<file path="src/gxp_defs.svh">
// Constants for the serial port expander: register offsets, resets and timing
`ifndef GXP_DEFS_SVH
`define GXP_DEFS_SVH

// ----------------------------------------
// Register offsets (command byte values)
// ----------------------------------------
`define GXP_REG_IN_LO    8'h00
`define GXP_REG_IN_HI    8'h01
`define GXP_REG_PH0_LO   8'h02
`define GXP_REG_PH0_HI   8'h03
`define GXP_REG_PH1_LO   8'h04
`define GXP_REG_PH1_HI   8'h05
`define GXP_REG_DIR_LO   8'h06
`define GXP_REG_DIR_HI   8'h07
`define GXP_REG_MASTER   8'h08
`define GXP_REG_CFG      8'h09
`define GXP_REG_PWM_LO   8'h0A
`define GXP_REG_PWM_HI   8'h0B
`define GXP_REG_INT_BASE 8'h0C
`define GXP_REG_LAST     8'h14

// ----------------------------------------
// Configuration register fields
// ----------------------------------------
`define GXP_CFG_BLINK_EN   0
`define GXP_CFG_BLINK_FLIP 1
`define GXP_CFG_GLOBAL     2
`define GXP_CFG_IRQ_MODE   3
`define GXP_CFG_O16_PH0    4
`define GXP_CFG_O16_PH1    5
`define GXP_CFG_O16_PWM    6

// ----------------------------------------
// Reset values
// ----------------------------------------
`define GXP_RST_PORT16 16'hFFFF
`define GXP_RST_CFG    8'h30

// ----------------------------------------
// Timing
// ----------------------------------------
`define GXP_REF_CLK_HZ   10000000
`define GXP_PWM_OSC_HZ   32000
`define GXP_PWM_TICK_CYC (`GXP_REF_CLK_HZ / `GXP_PWM_OSC_HZ)
`define GXP_PWM_STEPS    8'hF0

`endif

</file>
<file path="src/gxp_pkg.sv">
// Types shared by the serial port expander
package gxp_pkg;

  // ----------------------------------------
  // Serial slave states
  // ----------------------------------------
  typedef enum logic [2:0] {
    GXP_IDLE,
    GXP_ADDR,
    GXP_ADDR_ACK,
    GXP_WR,
    GXP_WR_ACK,
    GXP_RD,
    GXP_RD_ACK
  } gxp_mode_t;

  // ----------------------------------------
  // Open-drain pin carriers
  // ----------------------------------------
  typedef struct packed {
    logic scl;
    logic sda;
  } gxp_bus_in_t;

  typedef struct packed {
    logic sda_o;
    logic sda_oe;
  } gxp_bus_out_t;

  // ----------------------------------------
  // Whole state of the expander
  // ----------------------------------------
  typedef struct packed {
    logic [1:0]       scl_s;
    logic [1:0]       sda_s;
    logic             scl_d;
    logic             sda_d;
    logic [1:0][15:0] pin_s;
    logic [1:0][2:0]  ad_s;
    logic [2:0]       dif_scl;
    logic [2:0]       dif_sda;
    logic [2:0]       seen1;
    logic [2:0]       seen0;
    gxp_mode_t        mode;
    logic [3:0]       bit_cnt;
    logic [7:0]       shreg;
    logic             cmd_phase;
    logic             mack;
    logic [7:0]       ptr;
    logic             sda_oe;
    logic [15:0]      ph0;
    logic [15:0]      ph1;
    logic [15:0]      dir;
    logic [7:0]       cfg;
    logic [3:0]       master;
    logic [15:0]      pwm_en;
    logic [16:0][3:0] ind;
    logic [15:0]      snap;
    logic             irq;
    logic [8:0]       pwm_div;
    logic [7:0]       pwm_cnt;
    logic [15:0]      drv;
    logic             drv16;
  } gxp_st_t;

endpackage : gxp_pkg

</file>
<file path="src/gxp_expander.sv">
// Serial-controlled 16-port open-drain expander with blink, PWM and change interrupt
//
// Operation
// - Sixteen two-way port pins plus one output-only pin, interrupt or output.
// - Every port comes out of reset configured as an input.
// - Input registers show live pin levels whether input or output.
// - Reading an input register snapshots its eight pins for comparison.
// - Input differing from snapshot pulls interrupt low when pin in interrupt mode.
// - Interrupt releases when input returns or its input register is read.
// - Extra pin as output takes static, blink and intensity controls.
// - Blink disabled: all ports driven from phase-zero registers.
// - Blink enabled: flip flag selects phase-zero or phase-one registers.
// - PWM timing comes from a nominal 32 kHz internal tick.
// - PWM enabled per output; others are glitch-free static outputs.
// - No output using PWM: outputs static and tick generator stopped.
// - Four-bit master intensity sets window from 1/15 to 15/15.
// - Four-bit per-output intensity scales duty inside window, 1/16 to 15/16.
// - Optional single global intensity replaces individual ones, 240 steps.
// - Standby whenever serial interface idle and no output uses PWM.
// - START and STOP framed by master are detected by the device.
// - One bit per clock pulse; data stable while clock high.
// - Ninth clock acknowledges; receiver holds data low.
// - Address phase: 7-bit slave address then direction bit, low writes.
// - Address decoded from three select pins tied four ways, 64 addresses.
// - First written byte is the command; STOP right after only stores it.
// - Further write bytes go to successive registers as pointer advances.
// - Reads start at stored pointer, set beforehand by a write.
`timescale 1ns/1ns
`include "gxp_defs.svh"

module gxp_expander
  import gxp_pkg::*;
#(
  parameter int PWM_TICK_CYC = `GXP_PWM_TICK_CYC  // Reference cycles per PWM tick
) (
  input  wire logic         ref_clk,            // 10 MHz clock
  input  wire logic         resetn,             // Asynchronous reset, active low
  input  wire logic         ce,                 // Clock enable, freezes all state
  input  wire gxp_bus_in_t  bus_in,             // Serial clock and data levels
  output gxp_bus_out_t      bus_out,            // Data line drive
  input  wire logic [15:0]  port_pins_i,        // Port pin levels
  output logic [15:0]       port_pins_o,        // Port pin drive value
  output logic [15:0]       port_pins_oe,       // Port pin pull-down enable
  output logic              irq_or_out_pin_o,   // Extra pin drive value
  output logic              irq_or_out_pin_oe,  // Extra pin pull-down enable
  input  wire logic         addr_select_pin_0,  // Address select strap 0
  input  wire logic         addr_select_pin_1,  // Address select strap 1
  input  wire logic         addr_select_pin_2,  // Address select strap 2
  output logic              standby             // Idle and no PWM in use
);

  localparam logic [8:0] TICK_LAST = 9'(PWM_TICK_CYC - 1);

  gxp_st_t st;
  gxp_st_t next_st;

  // ----------------------------------------
  // Helper functions
  // ----------------------------------------

  // Pin tie code {bus, high}: ground 00, supply 01, clock 10, data 11
  function automatic logic [1:0] tie_code(input logic dscl, input logic dsda,
                                          input logic s1, input logic s0);
    if (s1 && s0) begin
      tie_code = (dsda && !dscl) ? 2'h2 : 2'h3;
    end else begin
      tie_code = {1'b0, s1};
    end
  endfunction : tie_code

  function automatic logic [6:0] slave_addr(input logic [1:0] c2, input logic [1:0] c1,
                                            input logic [1:0] c0);
    logic [2:0] top;
    case ({c2[1], c1[1]})
      2'h0:    top = 3'h2;
      2'h1:    top = 3'h1;
      2'h3:    top = 3'h5;
      default: top = 3'h6;
    endcase
    slave_addr = {top, c0[1], c2[0], c1[0], c0[0]};
  endfunction : slave_addr

  // Intensity registers below the last hold two ports each, counted from the first intensity offset
  function automatic logic [3:0] pair_lo(input logic [7:0] idx);
    logic [7:0] off;
    off     = 8'(idx - `GXP_REG_INT_BASE);
    pair_lo = {off[2:0], 1'b0};
  endfunction : pair_lo

  function automatic logic [7:0] read_reg(input gxp_st_t s, input logic [7:0] idx);
    read_reg = 8'h00;
    case (idx)
      `GXP_REG_IN_LO:  read_reg = s.pin_s[1][7:0];
      `GXP_REG_IN_HI:  read_reg = s.pin_s[1][15:8];
      `GXP_REG_PH0_LO: read_reg = s.ph0[7:0];
      `GXP_REG_PH0_HI: read_reg = s.ph0[15:8];
      `GXP_REG_PH1_LO: read_reg = s.ph1[7:0];
      `GXP_REG_PH1_HI: read_reg = s.ph1[15:8];
      `GXP_REG_DIR_LO: read_reg = s.dir[7:0];
      `GXP_REG_DIR_HI: read_reg = s.dir[15:8];
      `GXP_REG_MASTER: read_reg = {4'h0, s.master};
      `GXP_REG_CFG:    read_reg = s.cfg;
      `GXP_REG_PWM_LO: read_reg = s.pwm_en[7:0];
      `GXP_REG_PWM_HI: read_reg = s.pwm_en[15:8];
      `GXP_REG_LAST:   read_reg = {4'h0, s.ind[16]};
      default: begin
        if (idx >= `GXP_REG_INT_BASE && idx < `GXP_REG_LAST) begin
          read_reg = {s.ind[pair_lo(idx) | 4'h1], s.ind[pair_lo(idx)]};
        end
      end
    endcase
  endfunction : read_reg

  // Pointer walks the map and wraps after the last register
  function automatic logic [7:0] next_ptr(input logic [7:0] p);
    next_ptr = (p >= `GXP_REG_LAST) ? 8'h00 : 8'(p + 8'h01);
  endfunction : next_ptr

  // ----------------------------------------
  // Edge and condition detection
  // ----------------------------------------
  logic       scl_rise;
  logic       scl_fall;
  logic       start_cond;
  logic       stop_cond;
  logic       bus_quiet;
  logic [6:0] my_addr;
  logic       pwm_used;
  logic [7:0] glob_thr;

  // Only the second synchroniser stage and its delayed copy are looked at
  assign scl_rise   = st.scl_s[1] & ~st.scl_d;
  assign scl_fall   = ~st.scl_s[1] & st.scl_d;
  assign start_cond = st.scl_s[1] & st.scl_d & st.sda_d & ~st.sda_s[1];
  assign stop_cond  = st.scl_s[1] & st.scl_d & ~st.sda_d & st.sda_s[1];
  assign bus_quiet  = (st.scl_s[1] == st.scl_d) && (st.sda_s[1] == st.sda_d);
  assign my_addr    = slave_addr(tie_code(st.dif_scl[2], st.dif_sda[2], st.seen1[2],
                                          st.seen0[2]),
                                 tie_code(st.dif_scl[1], st.dif_sda[1], st.seen1[1],
                                          st.seen0[1]),
                                 tie_code(st.dif_scl[0], st.dif_sda[0], st.seen1[0],
                                          st.seen0[0]));
  assign pwm_used   = (|st.pwm_en) | st.cfg[`GXP_CFG_O16_PWM];
  // Global mode joins master and first intensity into one capped 8-bit level
  assign glob_thr   = ({st.master, st.ind[0]} > `GXP_PWM_STEPS) ? `GXP_PWM_STEPS
                    : {st.master, st.ind[0]};

  // ----------------------------------------
  // Next-state logic
  // ----------------------------------------
  always_comb begin
    logic [7:0]  rx_byte;
    logic [7:0]  thr;
    logic [16:0] level;
    logic [16:0] pwm_on;
    logic [16:0] pen;
    logic [7:0]  ld_byte;
    rx_byte = 8'h00;
    thr     = 8'h00;
    level   = 17'h00000;
    pwm_on  = 17'h00000;
    pen     = {st.cfg[`GXP_CFG_O16_PWM], st.pwm_en};
    ld_byte = read_reg(st, st.ptr);
    next_st = st;

    // Two-stage synchronisers for all off-domain inputs
    next_st.scl_s = {st.scl_s[0], bus_in.scl};
    next_st.sda_s = {st.sda_s[0], bus_in.sda};
    next_st.scl_d = st.scl_s[1];
    next_st.sda_d = st.sda_s[1];
    next_st.pin_s = {st.pin_s[0], port_pins_i};
    next_st.ad_s  = {st.ad_s[0], {addr_select_pin_2, addr_select_pin_1, addr_select_pin_0}};

    // Learn how each select pin is tied; skip edge cycles to dodge skew
    if (bus_quiet) begin
      next_st.dif_scl = st.dif_scl | (st.ad_s[1] ^ {3{st.scl_s[1]}});
      next_st.dif_sda = st.dif_sda | (st.ad_s[1] ^ {3{st.sda_s[1]}});
      next_st.seen1   = st.seen1 | st.ad_s[1];
      next_st.seen0   = st.seen0 | ~st.ad_s[1];
    end

    // Serial slave
    if (start_cond) begin
      next_st.mode    = GXP_ADDR;
      next_st.bit_cnt = 4'h0;
      next_st.sda_oe  = 1'b0;
    end else if (stop_cond) begin
      next_st.mode    = GXP_IDLE;
      next_st.sda_oe  = 1'b0;
    end else begin
      case (st.mode)
        GXP_ADDR, GXP_WR: begin
          if (scl_rise && st.bit_cnt < 4'h8) begin
            next_st.shreg   = {st.shreg[6:0], st.sda_s[1]};
            next_st.bit_cnt = 4'(st.bit_cnt + 4'h1);
          end else if (scl_fall && st.bit_cnt == 4'h8) begin
            rx_byte = st.shreg;
            if (st.mode == GXP_ADDR) begin
              if (rx_byte[7:1] == my_addr) begin
                next_st.mode      = GXP_ADDR_ACK;
                next_st.sda_oe    = 1'b1;
                next_st.mack      = rx_byte[0];
                next_st.cmd_phase = ~rx_byte[0];
              end else begin
                next_st.mode = GXP_IDLE;
              end
            end else begin
              next_st.mode   = GXP_WR_ACK;
              next_st.sda_oe = 1'b1;
              if (st.cmd_phase) begin
                next_st.ptr       = rx_byte;
                next_st.cmd_phase = 1'b0;
              end else begin
                next_st.ptr = next_ptr(st.ptr);
                case (st.ptr)
                  `GXP_REG_PH0_LO: next_st.ph0[7:0]   = rx_byte;
                  `GXP_REG_PH0_HI: next_st.ph0[15:8]  = rx_byte;
                  `GXP_REG_PH1_LO: next_st.ph1[7:0]   = rx_byte;
                  `GXP_REG_PH1_HI: next_st.ph1[15:8]  = rx_byte;
                  `GXP_REG_DIR_LO: next_st.dir[7:0]   = rx_byte;
                  `GXP_REG_DIR_HI: next_st.dir[15:8]  = rx_byte;
                  `GXP_REG_MASTER: next_st.master     = rx_byte[3:0];
                  `GXP_REG_CFG:    next_st.cfg        = {1'b0, rx_byte[6:0]};
                  `GXP_REG_PWM_LO: next_st.pwm_en[7:0]  = rx_byte;
                  `GXP_REG_PWM_HI: next_st.pwm_en[15:8] = rx_byte;
                  `GXP_REG_LAST:   next_st.ind[16]    = rx_byte[3:0];
                  default: begin
                    if (st.ptr >= `GXP_REG_INT_BASE && st.ptr < `GXP_REG_LAST) begin
                      next_st.ind[pair_lo(st.ptr)]        = rx_byte[3:0];
                      next_st.ind[pair_lo(st.ptr) | 4'h1] = rx_byte[7:4];
                    end
                  end
                endcase
              end
            end
          end
        end
        GXP_ADDR_ACK, GXP_WR_ACK: begin
          if (scl_fall) begin
            next_st.bit_cnt = 4'h0;
            if (st.mode == GXP_ADDR_ACK && st.mack) begin
              // Load first read byte from the stored pointer
              next_st.shreg  = ld_byte;
              next_st.sda_oe = ~ld_byte[7];
              next_st.ptr    = next_ptr(st.ptr);
              next_st.mode   = GXP_RD;
              if (st.ptr == `GXP_REG_IN_LO) next_st.snap[7:0]  = st.pin_s[1][7:0];
              if (st.ptr == `GXP_REG_IN_HI) next_st.snap[15:8] = st.pin_s[1][15:8];
            end else begin
              next_st.sda_oe = 1'b0;
              next_st.mode   = GXP_WR;
            end
          end
        end
        GXP_RD: begin
          if (scl_fall) begin
            if (st.bit_cnt == 4'h7) begin
              next_st.sda_oe = 1'b0;
              next_st.mode   = GXP_RD_ACK;
            end else begin
              next_st.bit_cnt = 4'(st.bit_cnt + 4'h1);
              next_st.shreg   = {st.shreg[6:0], 1'b0};
              next_st.sda_oe  = ~st.shreg[6];
            end
          end
        end
        GXP_RD_ACK: begin
          if (scl_rise) begin
            next_st.mack = ~st.sda_s[1];
          end else if (scl_fall) begin
            if (st.mack) begin
              next_st.bit_cnt = 4'h0;
              next_st.shreg   = ld_byte;
              next_st.sda_oe  = ~ld_byte[7];
              next_st.ptr     = next_ptr(st.ptr);
              next_st.mode    = GXP_RD;
              if (st.ptr == `GXP_REG_IN_LO) next_st.snap[7:0]  = st.pin_s[1][7:0];
              if (st.ptr == `GXP_REG_IN_HI) next_st.snap[15:8] = st.pin_s[1][15:8];
            end else begin
              next_st.mode = GXP_IDLE;
            end
          end
        end
        default: next_st.mode = GXP_IDLE;
      endcase
    end

    // Change detection; a read refreshes the snapshot, which also clears it
    next_st.irq = |((st.pin_s[1] ^ st.snap) & st.dir);

    // PWM tick: held in reset when nothing uses it, which saves power
    if (!pwm_used) begin
      next_st.pwm_div = 9'h000;
      next_st.pwm_cnt = 8'h00;
    end else if (st.pwm_div >= TICK_LAST) begin
      next_st.pwm_div = 9'h000;
      next_st.pwm_cnt = (st.pwm_cnt >= 8'(`GXP_PWM_STEPS - 8'h01)) ? 8'h00
                      : 8'(st.pwm_cnt + 8'h01);
    end else begin
      next_st.pwm_div = 9'(st.pwm_div + 9'h001);
    end

    // Static level per output from the selected blink phase
    if (st.cfg[`GXP_CFG_BLINK_EN] && st.cfg[`GXP_CFG_BLINK_FLIP]) begin
      level = {st.cfg[`GXP_CFG_O16_PH1], st.ph1};
    end else begin
      level = {st.cfg[`GXP_CFG_O16_PH0], st.ph0};
    end

    // Frame of 240 ticks; window m/15, per-output share i/16 of it
    for (int k = 0; k < 17; k++) begin
      thr       = st.cfg[`GXP_CFG_GLOBAL] ? glob_thr
                : 8'(st.master * st.ind[k]);
      pwm_on[k] = st.pwm_cnt < thr;
    end

    // Open-drain: pull low for a low level, only during on-time under PWM
    next_st.drv   = ~st.dir & ~level[15:0] & (~pen[15:0] | pwm_on[15:0]);
    next_st.drv16 = st.cfg[`GXP_CFG_IRQ_MODE] ? st.irq
                  : (~level[16] & (~pen[16] | pwm_on[16]));
  end

  // ----------------------------------------
  // State register
  // ----------------------------------------
  always_ff @(posedge ref_clk or negedge resetn) begin
    if (!resetn) begin
      st        <= '0;
      st.scl_s  <= 2'h3;
      st.sda_s  <= 2'h3;
      st.scl_d  <= 1'b1;
      st.sda_d  <= 1'b1;
      st.mode   <= GXP_IDLE;
      st.ph0    <= `GXP_RST_PORT16;
      st.ph1    <= `GXP_RST_PORT16;
      st.dir    <= `GXP_RST_PORT16;
      st.cfg    <= `GXP_RST_CFG;
    end else if (ce) begin
      st <= next_st;
    end
  end

  // ----------------------------------------
  // Outputs
  // ----------------------------------------
  assign bus_out.sda_o     = 1'b0;
  assign bus_out.sda_oe    = st.sda_oe;
  assign port_pins_o       = 16'h0000;
  assign port_pins_oe      = st.drv;
  assign irq_or_out_pin_o  = 1'b0;
  assign irq_or_out_pin_oe = st.drv16;
  // Standby whenever no transfer is in progress and the tick is stopped
  assign standby           = (st.mode == GXP_IDLE) && !pwm_used;

endmodule : gxp_expander

</file>
<file path="config.mk">
export PLATFORM = sky130hd
export DESIGN_NAME = gxp_expander
export DESIGN_NICKNAME = d
export VERILOG_FILES = /design/src/gxp_pkg.sv /design/src/gxp_expander.sv
export VERILOG_INCLUDE_DIRS = /design/src
export SDC_FILE = /design/constraint.sdc
export NUM_CORES = 1
export LEC_CHECK = 0
export ABC_AREA = 1
export BUFFER_PORTS_ARGS = -buffer_cell sky130_fd_sc_hd__buf_2
export CORE_MARGIN = 1
export CORE_UTILIZATION = 59
export CTS_CLUSTER_DIAMETER = 150
export DETAILED_ROUTE_END_ITERATION = 6
export PLACE_DENSITY = 0.79
export SLEW_MARGIN = 20
export SYNTH_ARGS = -nofsm -noshare
export SYNTH_HDL_FRONTEND = slang
export SYNTH_SLANG_ARGS = --single-unit
</file>
<file path="constraint.sdc">
create_clock -name ref_clk -period 3.8 [get_ports ref_clk]
set_input_delay 0.76 -clock ref_clk [delete_from_list [all_inputs] [get_ports ref_clk]]
set_output_delay 0.76 -clock ref_clk [all_outputs]
set_load 0.1 [all_outputs]
</file>
==> flow_summary.yaml <==
power_and_ir_drop:
  p_leak_nw: 15.4
  power_mw: 8.34
  power.density_nw_per_um2: 295
  vdd_drop_max_mv: 0.442
logic_synthesis:
  yosys.area.top_type: "dfrtp_1"
  synth.yosys.warnings: 0
  avgSynthCellArea_um2: 7.28
  synthSimpleGateAreaFrac_pct: 22.3
  syn_inst: 3372
  synth_top_area_share_pct: 22.4
  synth_fa_ha_area_share_pct: 22.6
  ys_types: 46
  synth_edf_count: 0
  synth.most_common_cell: "nand2_1"
  synth_area_um2: 24600
  synthFlopType: "dfrtp_1"
  synth_compound_area_share_pct: 13.7
  synthMuxAreaShare_pct: 0
  yosysSeqAreaShare_pct: 28.4
  synthArstFlopShare_pct: 100
  ys_top_cells_by_area: "dfrtp_1 (22%), ha_1 (17%), nand2_1 (16%)"
  synth_top_family_by_area: "adder cells"
  ys_ff_latch: 276
  synth-xor-area-share_pct: 2.39
  synthTopCellsByCount: "nand2_1 (1029), inv_1 (481), o21ai_0 (343), ha_1 (334), dfrtp_1 (220)"
cts:
  cts_tree: "built"
  postCtsHoldBufs: 0
  clkLatencyLatePin_ns: 0.57
  cts_sinks: 276
  cts_root_buffer: "clkbuf_16"
  clock_path_buffers: 3
  h-tree-depth: 1
  path_clk_slew_ns: 0.06
  cts_made_buffers: 29
die:
  num_rows: 74
  die_h_um: 206
  die_w_um: 206
  initial_core_util_pct: 60.0
  die-area_um2: 42400
  ioPinCount: 61
  core_um2: 40900
global_routing:
  grt_pass1_wl_um: 119000
  overflow: 0
  grt_pass1_vias: 22572
  antenna_found_initial: 0
  grt_start_max_net_pins: 77
  grtUsageTotal_pct: 35.9
routing:
  wl_um: 78300
  wire_per_inst_um: 19.4
  drtIter0Drc: 2111
  detail-route-antenna-nets: 0
  drc_errors: 0
  vias: 23651
  dr.pass1.iters: 6
  vias_per_cell: 5.86
placement:
  dpl_cell_area_um2: 25900
  port_buffers: 42
  post-dp-hpwl_um: 56300
  gp_congestion: 1.01
finish:
  drive_gt1_share_pct: 15.7
  design_area_um2: 28200
  final.fill_count: 3281
  syn2layout_area_growth_pct: 14.9
  nets: 3908
  n_antenna_cell: 0
sta:
  hold_viol_final: 0
  tightest_slew_ns: 0.983
  drv_slew: 0
  setup_violations: 16
  min_period_over_period_pct: 105
  rsz0062_at_grt: "true"
  fin_hold_ws_ns: 0.156
  worst_slack_ns: -0.192
  skew_ns: 0.0123
  maxClockFrequency_ghz: 0.251
  slew_headroom_pct: 34.5
  fin_crit_ns: 3.99
critical_path:
  cp_slowest_cell: "fa_1"
  critPathArrivalTime_ns: 4.50
  path_cells: "buf_4 > clkbuf_16 > nand2_2 > fa_1 > fa_1 > inv_2 > ha_4 > nand2_1 > nand2_1 > a31oi_4 > o21bai_1 > a21oi_2 > xnor2_1 > o21ai_1 > ha_1 > nand2_1 > nor2_1 > a211oi_2 > nand2_2 > nand2_1 > nand2_1 > nand2_1"
  crit_top_cell: "nand2_1"
  critPathKind: "reg2reg"
  worstPathRequired_ns: 4.30
  cp-end-kind: "register"
  start_kind: "register"
  crit_path_max_incr_delay_ns: 0.57
  crit_path_max_fanout: 5
hold_path:
  hp-class: "in2async"
outcome:
  status: "finished with violations"
  failed_checks: "negative setup slack"
job:
  drv_cap: 0
## stage by stage
stage / setup TNS (ns) / setup slack, ns / cells / utilization, %
final: -1.76 / -0.192 / 4036 / 68.9
after detailed placement: -3.10 / -0.261 / 3950 / 63.3
after global routing: -4.69 / -0.359 / 4036 / 68.9
after floorplan: -0.0129 / -0.0129 / 3389 / -
after global placement: -1.45 / -0.220 / 3950 / 63.3
after CTS: -2.07 / -0.183 / 4009 / 66.1
## path summary, 6_finish.rpt
path	start	end	slack, ns	depth (start not counted)
max	st[137]	port_pins_oe[9]	-0.19	22
max in group asynchronous	resetn	port_pins_oe[8]	2.72	2
min reg2reg	st[230]	st[230]	0.46	2
min in group ref_clk	port_pins_i[12]	next_st[267]	0.39	3
min	resetn	next_st[258]	0.16	1
max reg2reg	st[137]	port_pins_oe[9]	-0.19	22
## critical path: cells and delay by family, from the launching register on
family	cells	cell delay, ns
adder cells (fa/ha/maj)	4	1.57
flip-flops	1	0.47
AO/OA/AOI/OAI	5	0.64
buffers and inverters	3	0.37
XOR/XNOR	1	0.13
AND/OR/NAND/NOR	9	0.74
## where the power goes
| group | leakage (nW) | switching (mW) | total, mW | internal [mW] |
|---|---|---|---|---|
| clock network | 0.455 | 1.23 | 2.81 | 1.58 |
| registers | 3.16 | 0.461 | 3.57 | 3.11 |
| logic | 11.8 | 1.52 | 1.96 | 0.444 |
| total | 15.4 | 3.21 | 8.34 | 5.13 |
## metal layers
metal | wire length, um | track usage [%] | share of wire [%] | up-vias
met5 | 0 | 0 | 0 | -
met4 | 5470 | 21.5 | 7.0 | 0
met3 | 6070 | 5.00 | 7.8 | 351
met2 | 36600 | 60.3 | 47 | 1104
met1 | 30200 | 43.9 | 39 | 11175
li1 | - | - | - | 11021
## cell families (layout without fill, tap and decap cells)
logic type,after synthesis,in the layout
buffers and inverters,647,762
DFF,276,276
other,1,18
AOI/OAI and AO/OA,618,618
xor gates and xnor gates,67,67
and+or+nand+nor,1361,1361
adders and majority gates,402,402
## cells in the final DEF, fill, tap and decap left out, drive strengths merged, types with 10 or more instances in the layout
cell    synthesis  final
o21ai         363    363
xor2           25     25
dfrtp         220    220
dfstp          56     56
buf            60    216
or2            20     20
nand2        1030   1030
conb            1     18
o21bai         24     24
nor3           29     29
clkinv          3     10
xnor2          42     42
o22ai          18     18
ha            334    334
a21oi         133    133
inv           487    489
clkbuf         97     45
a31oi          30     30
fa             68     68
nand4          30     30
nor2          156    156
a211oi         32     32
nand3          83     83
## cell type report
type / instances / area, um2 / share of cell area, %
Inverter: 490 / 1840 / 6.52
Tap cell: 532 / 666 / 2.36
Clock buffer: 42 / 825 / 2.92
Multi-Input combinational cell: 2466 / 16000 / 56.6
Sequential cell: 276 / 6980 / 24.7
Timing Repair Buffer: 219 / 1830 / 6.49
Clock inverter: 11 / 93.8 / 0.333
## repair_timing
action / 4_1_cts / 5_1_grt
gates resized for setup: 37 / 217
hold endpoints to repair: 0 / 0
cloned: 0 / 3
buffers inserted: 6 / 24
pin swaps: 37 / 166
endpoints found under the setup margin: 17 / 17
Power figures use the tool's default switching activity.
